File: config.mk
export PLATFORM = sky130hd
export DESIGN_NAME = docr_top
export DESIGN_NICKNAME = d
export VERILOG_FILES = /design/src/docr_pkg.sv /design/src/docr_top.sv
export VERILOG_INCLUDE_DIRS = /design/src
export SDC_FILE = /design/constraint.sdc
export NUM_CORES = 1
export LEC_CHECK = 0
export BUFFER_PORTS_ARGS = -buffer_cell sky130_fd_sc_hd__buf_2
export CORE_MARGIN = 8
export CORE_UTILIZATION = 62
export CTS_CLUSTER_SIZE = 25
export DETAILED_ROUTE_END_ITERATION = 8
export GPL_TIMING_DRIVEN = 0
export HOLD_SLACK_MARGIN = 0.06
export PLACE_DENSITY = 0.83
export SETUP_SLACK_MARGIN = 0.4
export SLEW_MARGIN = 20
export SYNTH_ARGS = -nofsm -noshare
export SYNTH_HDL_FRONTEND = slang
export SYNTH_SLANG_ARGS = --single-unit
File: constraint.sdc
create_clock -name clk_i -period 10.05 [get_ports clk_i]
set_clock_uncertainty 0.15 [all_clocks]
set_input_delay 2.01 -clock clk_i [delete_from_list [all_inputs] [get_ports clk_i]]
set_output_delay 2.01 -clock clk_i [all_outputs]
set_load 0.1 [all_outputs]
File: src/dual_output_calibration_regs.svh
// register numbers, command codes and factory values of the calibration register bank
`ifndef DUAL_OUTPUT_CALIBRATION_REGS_SVH
`define DUAL_OUTPUT_CALIBRATION_REGS_SVH

// ==========================================================
// register numbers as seen on the field-bus
`define DOCR_REG_CH1_OUT      16'h9c71
`define DOCR_REG_CH2_OUT      16'h9c72
`define DOCR_REG_CH1_RANGE    16'h9cd1
`define DOCR_REG_CH2_RANGE    16'h9cd2
`define DOCR_REG_NEG_UP       16'h9cf1
`define DOCR_REG_NEG_DN       16'h9cf2
`define DOCR_REG_POS_UP       16'h9cf3
`define DOCR_REG_POS_DN       16'h9cf4
`define DOCR_REG_CMD          16'h9d31

// ==========================================================
// command codes and channel select values
`define DOCR_CMD_NOP          16'h0000
`define DOCR_CMD_RESET        16'h0001
`define DOCR_CMD_WREN         16'h0002
`define DOCR_CMD_HOSTINIT     16'h0005
`define DOCR_SEL_CH1          16'h0000
`define DOCR_SEL_CH2          16'h0001

// ==========================================================
// field positions of the range register
`define DOCR_RANGE_LSB        0
`define DOCR_RANGE_MSB        1
`define DOCR_SLOPE_LSB        3
`define DOCR_SLOPE_MSB        7

// ==========================================================
// factory values
`define DOCR_DEF_SLAVE_ADDR   8'h01
`define DOCR_DEF_BAUD         16'h2580
`define DOCR_DEF_PARITY       2'h0
`define DOCR_DEF_RESP_MS      8'h03
`define DOCR_DEF_QUERY_MS     8'h00
`define DOCR_DEF_CONV_HZ      8'h3c
`define DOCR_DEF_WDOG         16'hffff
`define DOCR_DEF_SLOPE        5'h00
`define DOCR_DEF_INIT_VALUE   16'h0000
`define DOCR_FS_NEG           16'h0000
`define DOCR_FS_POS           16'hffff

`endif

File: src/docr_pkg.sv
// types shared by the calibration register bank
package docr_pkg;

    // ==========================================================
    // output range codes, in register order
    typedef enum logic [1:0] {
        DOCR_RANGE_0_10V,
        DOCR_RANGE_PM10V,
        DOCR_RANGE_4_20MA,
        DOCR_RANGE_0_20MA
    } docr_range_t;

    // register access from the field-bus framer
    typedef struct packed {
        logic        wr;
        logic        rd;
        logic [15:0] addr;
        logic [15:0] data;
    } docr_req_t;

    // link defaults handed to the serial side
    typedef struct packed {
        logic [7:0]  slave_addr;
        logic [15:0] baud;
        logic [1:0]  parity;
        logic [7:0]  resp_ms;
        logic [7:0]  query_ms;
        logic [7:0]  conv_hz;
        logic [15:0] wdog;
    } docr_link_cfg_t;

    // per channel setup and setpoint
    typedef struct packed {
        logic [15:0] value;
        docr_range_t rng;
        logic [4:0]  slope;
        logic [15:0] init;
    } docr_chan_t;

endpackage : docr_pkg

File: src/docr_top.sv
// two-channel output calibration and default configuration register bank
`timescale 1ns/100ps
`include "dual_output_calibration_regs.svh"

// Behaviour
// link defaults: address 1, 9600 baud, no parity, 3 ms / 0 ms delays, 60 Hz
// each channel resets to 0-10 V range, immediate slope, initial output 0 V
// watchdog word resets to all ones, meaning watchdog disabled
// range register codes: 0 0-10 V, 1 +/-10 V, 2 4-20 mA, 3 0-20 mA
// output register 0000 forces negative full scale, FFFF positive full scale
// trim writes only take effect after command 0x0002 write-enables the module
// two registers raise and lower negative full scale trim of channel selected by data
// two registers raise and lower positive full scale trim of channel selected by data
// host selects range, forces full scale, enables, then trims; negative point first
// host may repeat trim writes until the measured output matches
// host repeats trimming for each range in the documented order
// each accepted trim write moves output by one LSB immediately
// host must not write-protect just before writing an output register
// separate negative and positive trims kept per channel and range
module docr_top #(
    parameter int TW = 8,
    parameter int DW = 18
) (
    // clock and reset
    input  wire logic                     clk_i,
    input  wire logic                     rst_n_i,
    // register access
    input  wire docr_pkg::docr_req_t      req_i,
    output logic                          ack_o,
    output logic [15:0]                   rdata_o,
    // configuration and converter codes
    output docr_pkg::docr_link_cfg_t      link_cfg_o,
    output docr_pkg::docr_chan_t [1:0]    chan_o,
    output logic                          wr_en_o,
    output logic [1:0][DW-1:0]            dac_o
);
    import docr_pkg::*;

    localparam docr_link_cfg_t LINK_DEF = '{
        slave_addr: `DOCR_DEF_SLAVE_ADDR, baud: `DOCR_DEF_BAUD,
        parity: `DOCR_DEF_PARITY, resp_ms: `DOCR_DEF_RESP_MS,
        query_ms: `DOCR_DEF_QUERY_MS, conv_hz: `DOCR_DEF_CONV_HZ,
        wdog: `DOCR_DEF_WDOG};
    localparam docr_chan_t CHAN_DEF = '{
        value: `DOCR_DEF_INIT_VALUE, rng: DOCR_RANGE_0_10V,
        slope: `DOCR_DEF_SLOPE, init: `DOCR_DEF_INIT_VALUE};
    localparam logic signed [TW-1:0] TRIM_MAX = {1'b0, {(TW-1){1'b1}}};
    localparam logic signed [TW-1:0] TRIM_MIN = {1'b1, {(TW-1){1'b0}}};

    // ==========================================================
    // reset release
    logic [1:0] rst_sync;
    logic       rst_n;

    // two stages so release never lands near an edge
    always_ff @(posedge clk_i or negedge rst_n_i) begin
        if (!rst_n_i) begin
            rst_sync <= 2'b00;
        end else begin
            rst_sync <= {rst_sync[0], 1'b1};
        end
    end
    assign rst_n = rst_sync[1];

    // ==========================================================
    // register state
    docr_link_cfg_t               link_cfg, next_link_cfg;
    docr_chan_t [1:0]             chan, next_chan;
    logic signed [1:0][3:0][TW-1:0] trim_neg, next_trim_neg;
    logic signed [1:0][3:0][TW-1:0] trim_pos, next_trim_pos;
    logic                         wr_en, next_wr_en;
    logic                         ack, next_ack;
    logic [15:0]                  rdata, next_rdata;
    logic [1:0][DW-1:0]           dac, next_dac;
    logic                         sel;
    logic                         trim_ok;
    docr_range_t                  sel_rng;

    // decode of reads and writes; trims need the enable and a 0/1 select
    always_comb begin
        next_link_cfg = link_cfg;
        next_chan     = chan;
        next_trim_neg = trim_neg;
        next_trim_pos = trim_pos;
        next_wr_en    = wr_en;
        next_ack      = req_i.wr | req_i.rd;
        next_rdata    = rdata;
        sel           = req_i.data[0];
        sel_rng       = chan[sel].rng;
        trim_ok       = wr_en && (req_i.data[15:1] == 15'h0000);
        if (req_i.wr) begin
            unique case (req_i.addr)
                `DOCR_REG_CH1_OUT: next_chan[0].value = req_i.data;
                `DOCR_REG_CH2_OUT: next_chan[1].value = req_i.data;
                `DOCR_REG_CH1_RANGE, `DOCR_REG_CH2_RANGE: begin

                    next_chan[req_i.addr[1]].rng =
                        docr_range_t'(req_i.data[`DOCR_RANGE_MSB:`DOCR_RANGE_LSB]);
                    next_chan[req_i.addr[1]].slope =
                        req_i.data[`DOCR_SLOPE_MSB:`DOCR_SLOPE_LSB];
                end
                `DOCR_REG_NEG_UP: begin
                    if (trim_ok && trim_neg[sel][sel_rng] != TRIM_MAX) begin
                        next_trim_neg[sel][sel_rng] = trim_neg[sel][sel_rng] + 1'b1;
                    end
                end
                `DOCR_REG_NEG_DN: begin
                    if (trim_ok && trim_neg[sel][sel_rng] != TRIM_MIN) begin
                        next_trim_neg[sel][sel_rng] = trim_neg[sel][sel_rng] - 1'b1;
                    end
                end
                `DOCR_REG_POS_UP: begin
                    if (trim_ok && trim_pos[sel][sel_rng] != TRIM_MAX) begin
                        next_trim_pos[sel][sel_rng] = trim_pos[sel][sel_rng] + 1'b1;
                    end
                end
                `DOCR_REG_POS_DN: begin
                    if (trim_ok && trim_pos[sel][sel_rng] != TRIM_MIN) begin
                        next_trim_pos[sel][sel_rng] = trim_pos[sel][sel_rng] - 1'b1;
                    end
                end
                `DOCR_REG_CMD: begin
                    // any command but enable or no-op closes the trim window again
                    unique case (req_i.data)
                        `DOCR_CMD_WREN: next_wr_en = 1'b1;
                        `DOCR_CMD_NOP: next_wr_en = wr_en;
                        `DOCR_CMD_RESET: begin
                            next_wr_en = 1'b0;
                            if (wr_en) begin
                                next_chan[0].value = chan[0].init;
                                next_chan[1].value = chan[1].init;
                            end
                        end
                        `DOCR_CMD_HOSTINIT: begin
                            next_wr_en    = 1'b0;
                            next_link_cfg = LINK_DEF;
                        end
                        default: next_wr_en = 1'b0;
                    endcase
                end
                default: next_ack = 1'b1;
            endcase
        end
        if (req_i.rd) begin
            // write-only and unmapped numbers read as zero
            unique case (req_i.addr)
                `DOCR_REG_CH1_OUT: next_rdata = chan[0].value;
                `DOCR_REG_CH2_OUT: next_rdata = chan[1].value;
                `DOCR_REG_CH1_RANGE, `DOCR_REG_CH2_RANGE: begin
                    next_rdata = {8'h00, chan[req_i.addr[1]].slope, 1'b0,
                                  chan[req_i.addr[1]].rng};
                end
                default: next_rdata = 16'h0000;
            endcase
        end
    end

    // ==========================================================
    // calibrated converter code per channel
    // the trims blend linearly between the two end points, so each trim step
    // shows as one code at its own end point and leaves the other untouched
    for (genvar g = 0; g < 2; g++) begin : g_chan
        logic signed [TW-1:0]  neg_t;
        logic signed [TW-1:0]  pos_t;
        logic signed [TW:0]    span;
        logic signed [TW+17:0] prod;
        assign neg_t = trim_neg[g][chan[g].rng];
        assign pos_t = trim_pos[g][chan[g].rng];
        assign span  = (TW+1)'(pos_t) - (TW+1)'(neg_t);
        // half a code of rounding: without it the first upward step of the
        // positive trim vanishes at full scale, since the scale is 65535/65536
        assign prod  = (TW+18)'(span) * (TW+18)'(signed'({2'b00, chan[g].value}))
                     + (TW+18)'(32'sh0000_8000);
        assign next_dac[g] = DW'(signed'({2'b00, chan[g].value})) + DW'(neg_t)
                           + DW'(prod >>> 16);
    end

    // ==========================================================
    // registers
    always_ff @(posedge clk_i or negedge rst_n) begin
        if (!rst_n) begin
            link_cfg <= LINK_DEF;
            chan     <= {CHAN_DEF, CHAN_DEF};
            trim_neg <= '0;
            trim_pos <= '0;
            wr_en    <= 1'b0;
            ack      <= 1'b0;
            rdata    <= 16'h0000;
            dac      <= '0;
        end else begin
            link_cfg <= next_link_cfg;
            chan     <= next_chan;
            trim_neg <= next_trim_neg;
            trim_pos <= next_trim_pos;
            wr_en    <= next_wr_en;
            ack      <= next_ack;
            rdata    <= next_rdata;
            dac      <= next_dac;
        end
    end

    assign ack_o      = ack;
    assign rdata_o    = rdata;
    assign link_cfg_o = link_cfg;
    assign chan_o     = chan;
    assign wr_en_o    = wr_en;
    assign dac_o      = dac;

    logic wr_trim;
    assign wr_trim = req_i.wr && (req_i.addr >= `DOCR_REG_NEG_UP)
                   && (req_i.addr <= `DOCR_REG_POS_DN);
endmodule : docr_top

# Yosys cells after proc, flatten, opt, wreduce, memory -nomap -nowiden
# Cells that the tools add are included.
[word_totals] ff_bits=262 inputBits=36 out_inout_bits=198 wordCells=147
[classes] n_addsub=12 n_mul=2 magnitude_cmp=8 n_eq_ne=21 muxes=50 n_bitwise=2 n_reduce_logical=22
[op_table] op="bitwise mux 64 bit" n=4
[op_table] op="two-way mux 64 bit" n=4
[op_table] op="case mux 64 bit (2 select lines)" n=2
[op_table] op="two-way mux 32 bit" n=5
[op_table] op="bitwise mux 78 bit" n=2
[op_table] op="== test 16 bit, second input constant" n=9
[op_table] op="case mux 16 bit (3 select lines)" n=3
[op_table] op="two-way mux 23 bit" n=5
[op_table] op="binary-select mux 8 bit (select 2 bit)" n=6
[op_table] op="demux 39 bit (select 1 bit)" n=2
[op_table] op="two-way mux 16 bit" n=4
[op_table] op="two-way mux 8 bit" n=7
[op_table] op="adder 26 x 17 -> 26 bit, second input constant" n=2
[op_table] op="multiplier 9 x 17 -> 26 bit" n=2
[op_table] op="adder 17 x 8 -> 18 bit" n=2
[op_table] op="adder 18 x 10 -> 18 bit" n=2
[op_table] op="demux 32 bit (select 1 bit)" n=1
[op_table] op="two-way mux 21 bit" n=1
[op_table] op="subtractor 8 x 8 -> 9 bit" n=2
[op_table] op="adder 8 x 1 -> 8 bit, second input constant" n=2
[op_table] op="demux 8 bit (select 2 bit)" n=1
[op_table] op="== test 16 x 1 -> 1 bit, second input constant" n=1
[op_table] op="== test 16 x 2 -> 1 bit, second input constant" n=1
[op_table] op="zero test 16 bit" n=1
[op_table] op="21 further kinds" n=46

# Depth between registers and ports, before layout
[logic_depth] word_depth=11 mapped_depth=45 ltp_nobuf=43

# Worst setup path after synthesis
# OpenSTA, ideal clock, no wires.
[synth_path] kind="register to register" from="reg chan, in the netlist chan_o[60]" to="reg dac, in the netlist dac_o[34]" setup_time_ns=0.080 arrival_time_ns=12.152 required_ns=9.820 slack_ns=-2.332 stages_incl_launch_ff=41 synth_period_minus_slack_ns=12.382 cell_sequence="dfrtp_1 > buf_2 > buf_2 > clkbuf_1 > buf_1 > mux4_2 > ha_1 > fa_1 > nor2b_1 > o21ai_0 > a21boi_0 > o21ai_0 > nand2b_1 > xor2_1 > clkbuf_1 > nand2_1 > fa_1 > fa_1 > (+5 left out) > inv_1 > ha_1 > nand3_1 > or4_1 > nand4_1 > and2_1 > a311oi_1 > o311ai_0 > a21oi_1 > xor2_1 > fa_1 > ha_1 > and3_1 > a31oi_1 > a21oi_1 > a211o_1 > a21oi_1 > xnor2_1"
[synth_lines] element="start, declared" line_no="docr_top.sv:68" text="docr_chan_t [1:0] chan, next_chan;"
[synth_lines] element="start signal, assigned" line_no="docr_top.sv:183" text="chan <= {CHAN_DEF, CHAN_DEF};"
[synth_lines] element="start signal, assigned" line_no="docr_top.sv:192" text="chan <= next_chan;"
[synth_lines] element="end signal, assigned" line_no="docr_top.sv:198" text="dac <= next_dac;"
[synth_lines] element="end, declared" line_no="docr_top.sv:74" text="logic [1:0][DW-1:0] dac, next_dac;"

==> qor.txt <==
final critical-path share of the clock period = 1.016
pins over their slew limit = 0
endpoint of the lowest-slack register-to-register path = dac_o[33]
Synth Register Bits = 230
internal reg-to-reg setup slack = -0.16 ns
total instance count after detailed placement = 2,900
post-layout minimum cycle time = 10.21 ns
count of distinct cell types in the synthesized netlist = 70
number of buffer cells added on primary ports = 131
Slew @ Worst Pin = 1.049 ns
post-synthesis cell area = 0.02323 mm2
Final Net Count = 3,003
power density normalized to cell area = 77.76 mW/mm2
total power = 0.002187 W
leakage dissipation = 14.46 nW
primary flip-flop cell chosen by synthesis mapping = sky130_fd_sc_hd__dfrtp_1
slowest stage delay, CP = 0.53 ns
wire per inst = 23.04 um
violations in the final reports = negative setup slack
root buf cell = sky130_fd_sc_hd__clkbuf_16
syn_area_per_cell = 10.59 um2
overall via count from detail_route = 18,554
clk sink count = 230
endpoint kind of the worst setup timing path = flop
maximum fanout along the worst path = 10
number of standard cells in the final layout excluding fillers = 3,043
DR vias/cell = 6.097
number of antenna violations at the first check in global routing = 0
arrival time of data at the critical path endpoint = 10.55 ns
via count of the first global-routing pass = 19,200
Total Routed Length = 70,110 um
CTS Buf Count = 26
number of flops mapped to enable cells by yosys = 0
path class of the lowest-slack min-delay path = reg -> async
slowest cell on the critical path = sky130_fd_sc_hd__fa_1
Required @ worst endpoint = 10.39 ns
Top Family by Delay on Critical Path = adder cells
width of the chip = 209.6 um
gp weighted congestion = 0.9578
Top cell by count, worst path = sky130_fd_sc_hd__fa_1
drt drc = 0
count of synthesis-stage warnings from yosys = 0
router iterations before antenna repair = 6
IR Drop Worst-Case VDD = 0.1408 mV
Clock Pin Slew Worst Setup and Hold Paths = 0.07 ns
gate count after technology mapping = 2,194
logic depth of the worst register-to-register path = 41
Crit Reg-Reg Startpoint = chan_o[60]
nature of the critical path startpoint = flop
Final Util = 0.7537
Setup violations, final = 4
setup slack after layout = -0.1620 ns
maximum level of the CTS H-tree = 1
Die Area = 0.04391 mm2
sum of negative setup slack = -0.3265 ns
clock latency at the later pin of the worst-skew pair = 0.58 ns
Syn-to-layout area delta = 21.07%
maximum count of clock buffers along a single path = 3
sequential-to-total area share from yosys stat = 0.2478
placeable core area = 0.03731 mm2
IO Pins = 234
Die Ht = 209.6 um
hold slack = 0.1343 ns
number of inserted diodes = 0
layout cells sized above 1 = 0.3196
Max Cap Viol = 0
fill cell instance count of the final layout = 2,355
fraction of registers with async set/reset = 1.000
number of standard-cell rows in the floorplan = 71
largest net degree at the start of global routing = 62
initial standard-cell utilization of the core = 0.6225
post-DP HPWL = 52,600 um
ANT nets after route = 0
max frequency = 0.09792 GHz
setup repair after global routing missed its margin = true
global-route usage over all layers = 0.3099
wire length of the first global-routing pass = 107,200 um
run status = finished with violations
grt ovf = 0
Buffers & Inverters on Critical Path = 12
initial DRC count = 1,928
CTS tree = yes
CP Class = reg -> reg
final hold violations = 0
worst slew margin relative to its limit = 0.2949
-- sequential cells by signal (all words and copies together) (netlist names) --
name      count
ack_o         1
chan_o       46
dac_o        36
rdata_o      16
rst_sync      2
trim_neg     64
trim_pos     64
wr_en_o       1
-- worst register-to-register path: cells and delay by family (launching register included) --
family / cells / cell delay (ns)
AOI/OAI and AO/OA: 10 / 1.83
xor gates and xnor gates: 2 / 0.32
buffers and inverters: 12 / 1.55
and+or+nand+nor: 7 / 1.48
DFF: 1 / 0.44
adders and majority gates: 9 / 3.89
muxes: 1 / 0.49
-- how the worst max path moves through the flow --
stage               start  slack (ns)   endpoint  cells after the start
5_1_grt        chan_o[60]       -0.42  dac_o[33]                     41
3_5_place_dp   chan_o[61]       -1.25  dac_o[35]                     37
2_1_floorplan  chan_o[60]        0.12  dac_o[34]                     41
3_3_place_gp   chan_o[61]       -1.09  dac_o[35]                     40
6_report       chan_o[60]       -0.16  dac_o[33]                     41
4_1_cts        chan_o[60]       0.009  dac_o[33]                     42
-- cell usage after synthesis (5+ instances only) --
master	count	share of area
sky130_fd_sc_hd__nor2_1	83	0.013
sky130_fd_sc_hd__fa_1	234	0.20
sky130_fd_sc_hd__nand3b_1	11	0.0036
sky130_fd_sc_hd__o31ai_1	5	0.0016
sky130_fd_sc_hd__o21ai_0	25	0.0054
sky130_fd_sc_hd__a21boi_0	9	0.0029
sky130_fd_sc_hd__and2_1	107	0.029
sky130_fd_sc_hd__a21oi_1	53	0.011
sky130_fd_sc_hd__or2_2	16	0.0043
sky130_fd_sc_hd__o22ai_1	9	0.0024
sky130_fd_sc_hd__nor2b_1	7	0.0019
sky130_fd_sc_hd__buf_4	100	0.032
sky130_fd_sc_hd__o21a_1	9	0.0029
sky130_fd_sc_hd__nand4b_1	6	0.0023
sky130_fd_sc_hd__nor4_1	6	0.0016
sky130_fd_sc_hd__a31oi_1	14	0.0038
sky130_fd_sc_hd__xnor2_1	44	0.017
sky130_fd_sc_hd__nand4_1	12	0.0032
sky130_fd_sc_hd__or3_1	11	0.0030
sky130_fd_sc_hd__nand2_1	99	0.016
sky130_fd_sc_hd__nor2_2	9	0.0024
sky130_fd_sc_hd__mux2_2	142	0.069
sky130_fd_sc_hd__mux4_2	55	0.053
sky130_fd_sc_hd__buf_1	5	0.00081
sky130_fd_sc_hd__a22o_1	35	0.013
sky130_fd_sc_hd__a21o_1	10	0.0032
sky130_fd_sc_hd__xor2_1	28	0.011
sky130_fd_sc_hd__nand3_1	33	0.0071
sky130_fd_sc_hd__buf_2	7	0.0015
sky130_fd_sc_hd__mux2i_1	22	0.0095
sky130_fd_sc_hd__nor3_1	32	0.0069
sky130_fd_sc_hd__clkbuf_1	71	0.011
sky130_fd_sc_hd__nand2b_1	67	0.018
sky130_fd_sc_hd__inv_1	299	0.048
sky130_fd_sc_hd__a22oi_1	9	0.0029
sky130_fd_sc_hd__dfrtp_1	230	0.25
sky130_fd_sc_hd__ha_1	184	0.099
sky130_fd_sc_hd__and3_1	29	0.0078
-- metal layers --
| metal | share of wire | GRT usage |
|---|---|---|
| met5 | 0 | 0 |
| met4 | 0.055 | 0.1395 |
| met3 | 0.098 | 0.06131 |
| met2 | 0.48 | 0.5079 |
| met1 | 0.37 | 0.3964 |
-- logic make-up (layout without fill, tap and decap cells) --
logic type	after synthesis	count (layout)	synth area share
buffers and inverters	484	762	0.09475
other	2	99	0.0003233
flip-flops	230	230	0.2478
AO/OA/AOI/OAI	213	213	0.06356
XOR/XNOR	72	72	0.02715
AND/OR/NAND/NOR	551	551	0.1311
adder cells (fa/ha/maj)	418	418	0.3008
multiplexers	224	224	0.1346
-- area by class of cell --
| cell class | instances | area [um2] | area share |
|---|---|---|---|
| Tap cell | 474 | 593.1 | 0.02109 |
| Multi-Input combinational cell | 1577 | 16900 | 0.6010 |
| Timing Repair Buffer | 230 | 1545 | 0.05495 |
| Inverter | 301 | 1130 | 0.04018 |
| Sequential cell | 230 | 5764 | 0.2050 |
| Clock inverter | 13 | 143.9 | 0.005117 |
| Clock buffer | 35 | 734.5 | 0.02612 |
| Buffer | 183 | 1309 | 0.04654 |
-- power breakdown --
group	switching, W	internal [W]
combinational	0.000231	0.0000445
clock	0.000430	0.000548
sequential	0.00000480	0.000929
total	0.000665	0.00152
-- placed cells by master (no fill, tap or decap), types with 56 or more instances in the layout --
cell type                    n
sky130_fd_sc_hd__inv_1     288
sky130_fd_sc_hd__fa_1      226
sky130_fd_sc_hd__dfrtp_1   225
sky130_fd_sc_hd__buf_4     184
sky130_fd_sc_hd__ha_1      156
sky130_fd_sc_hd__mux2_2    142
sky130_fd_sc_hd__buf_2     133
sky130_fd_sc_hd__and2_1    106
sky130_fd_sc_hd__conb_1     99
sky130_fd_sc_hd__nand2_1    95
sky130_fd_sc_hd__nor2_1     72
sky130_fd_sc_hd__nand2b_1   67
sky130_fd_sc_hd__clkbuf_1   56
-- timing repair --
action                                  CTS  global route
hold buffers                              0             0
pin swaps                                57            70
setup buffers                            53            41
gates cloned                              1             0
endpoints found under the setup margin   30            26
resized for setup                       111           122
-- metrics by stage --
step	cell area, um2	worst slack [ns]
after floorplan	24050	0.1249
after global placement	25300	-1.088
after detailed placement	25410	-1.252
after CTS	27270	0.009039
after global routing	28120	-0.4212
final	28120	-0.1620
Power figures use the tool's default switching activity.
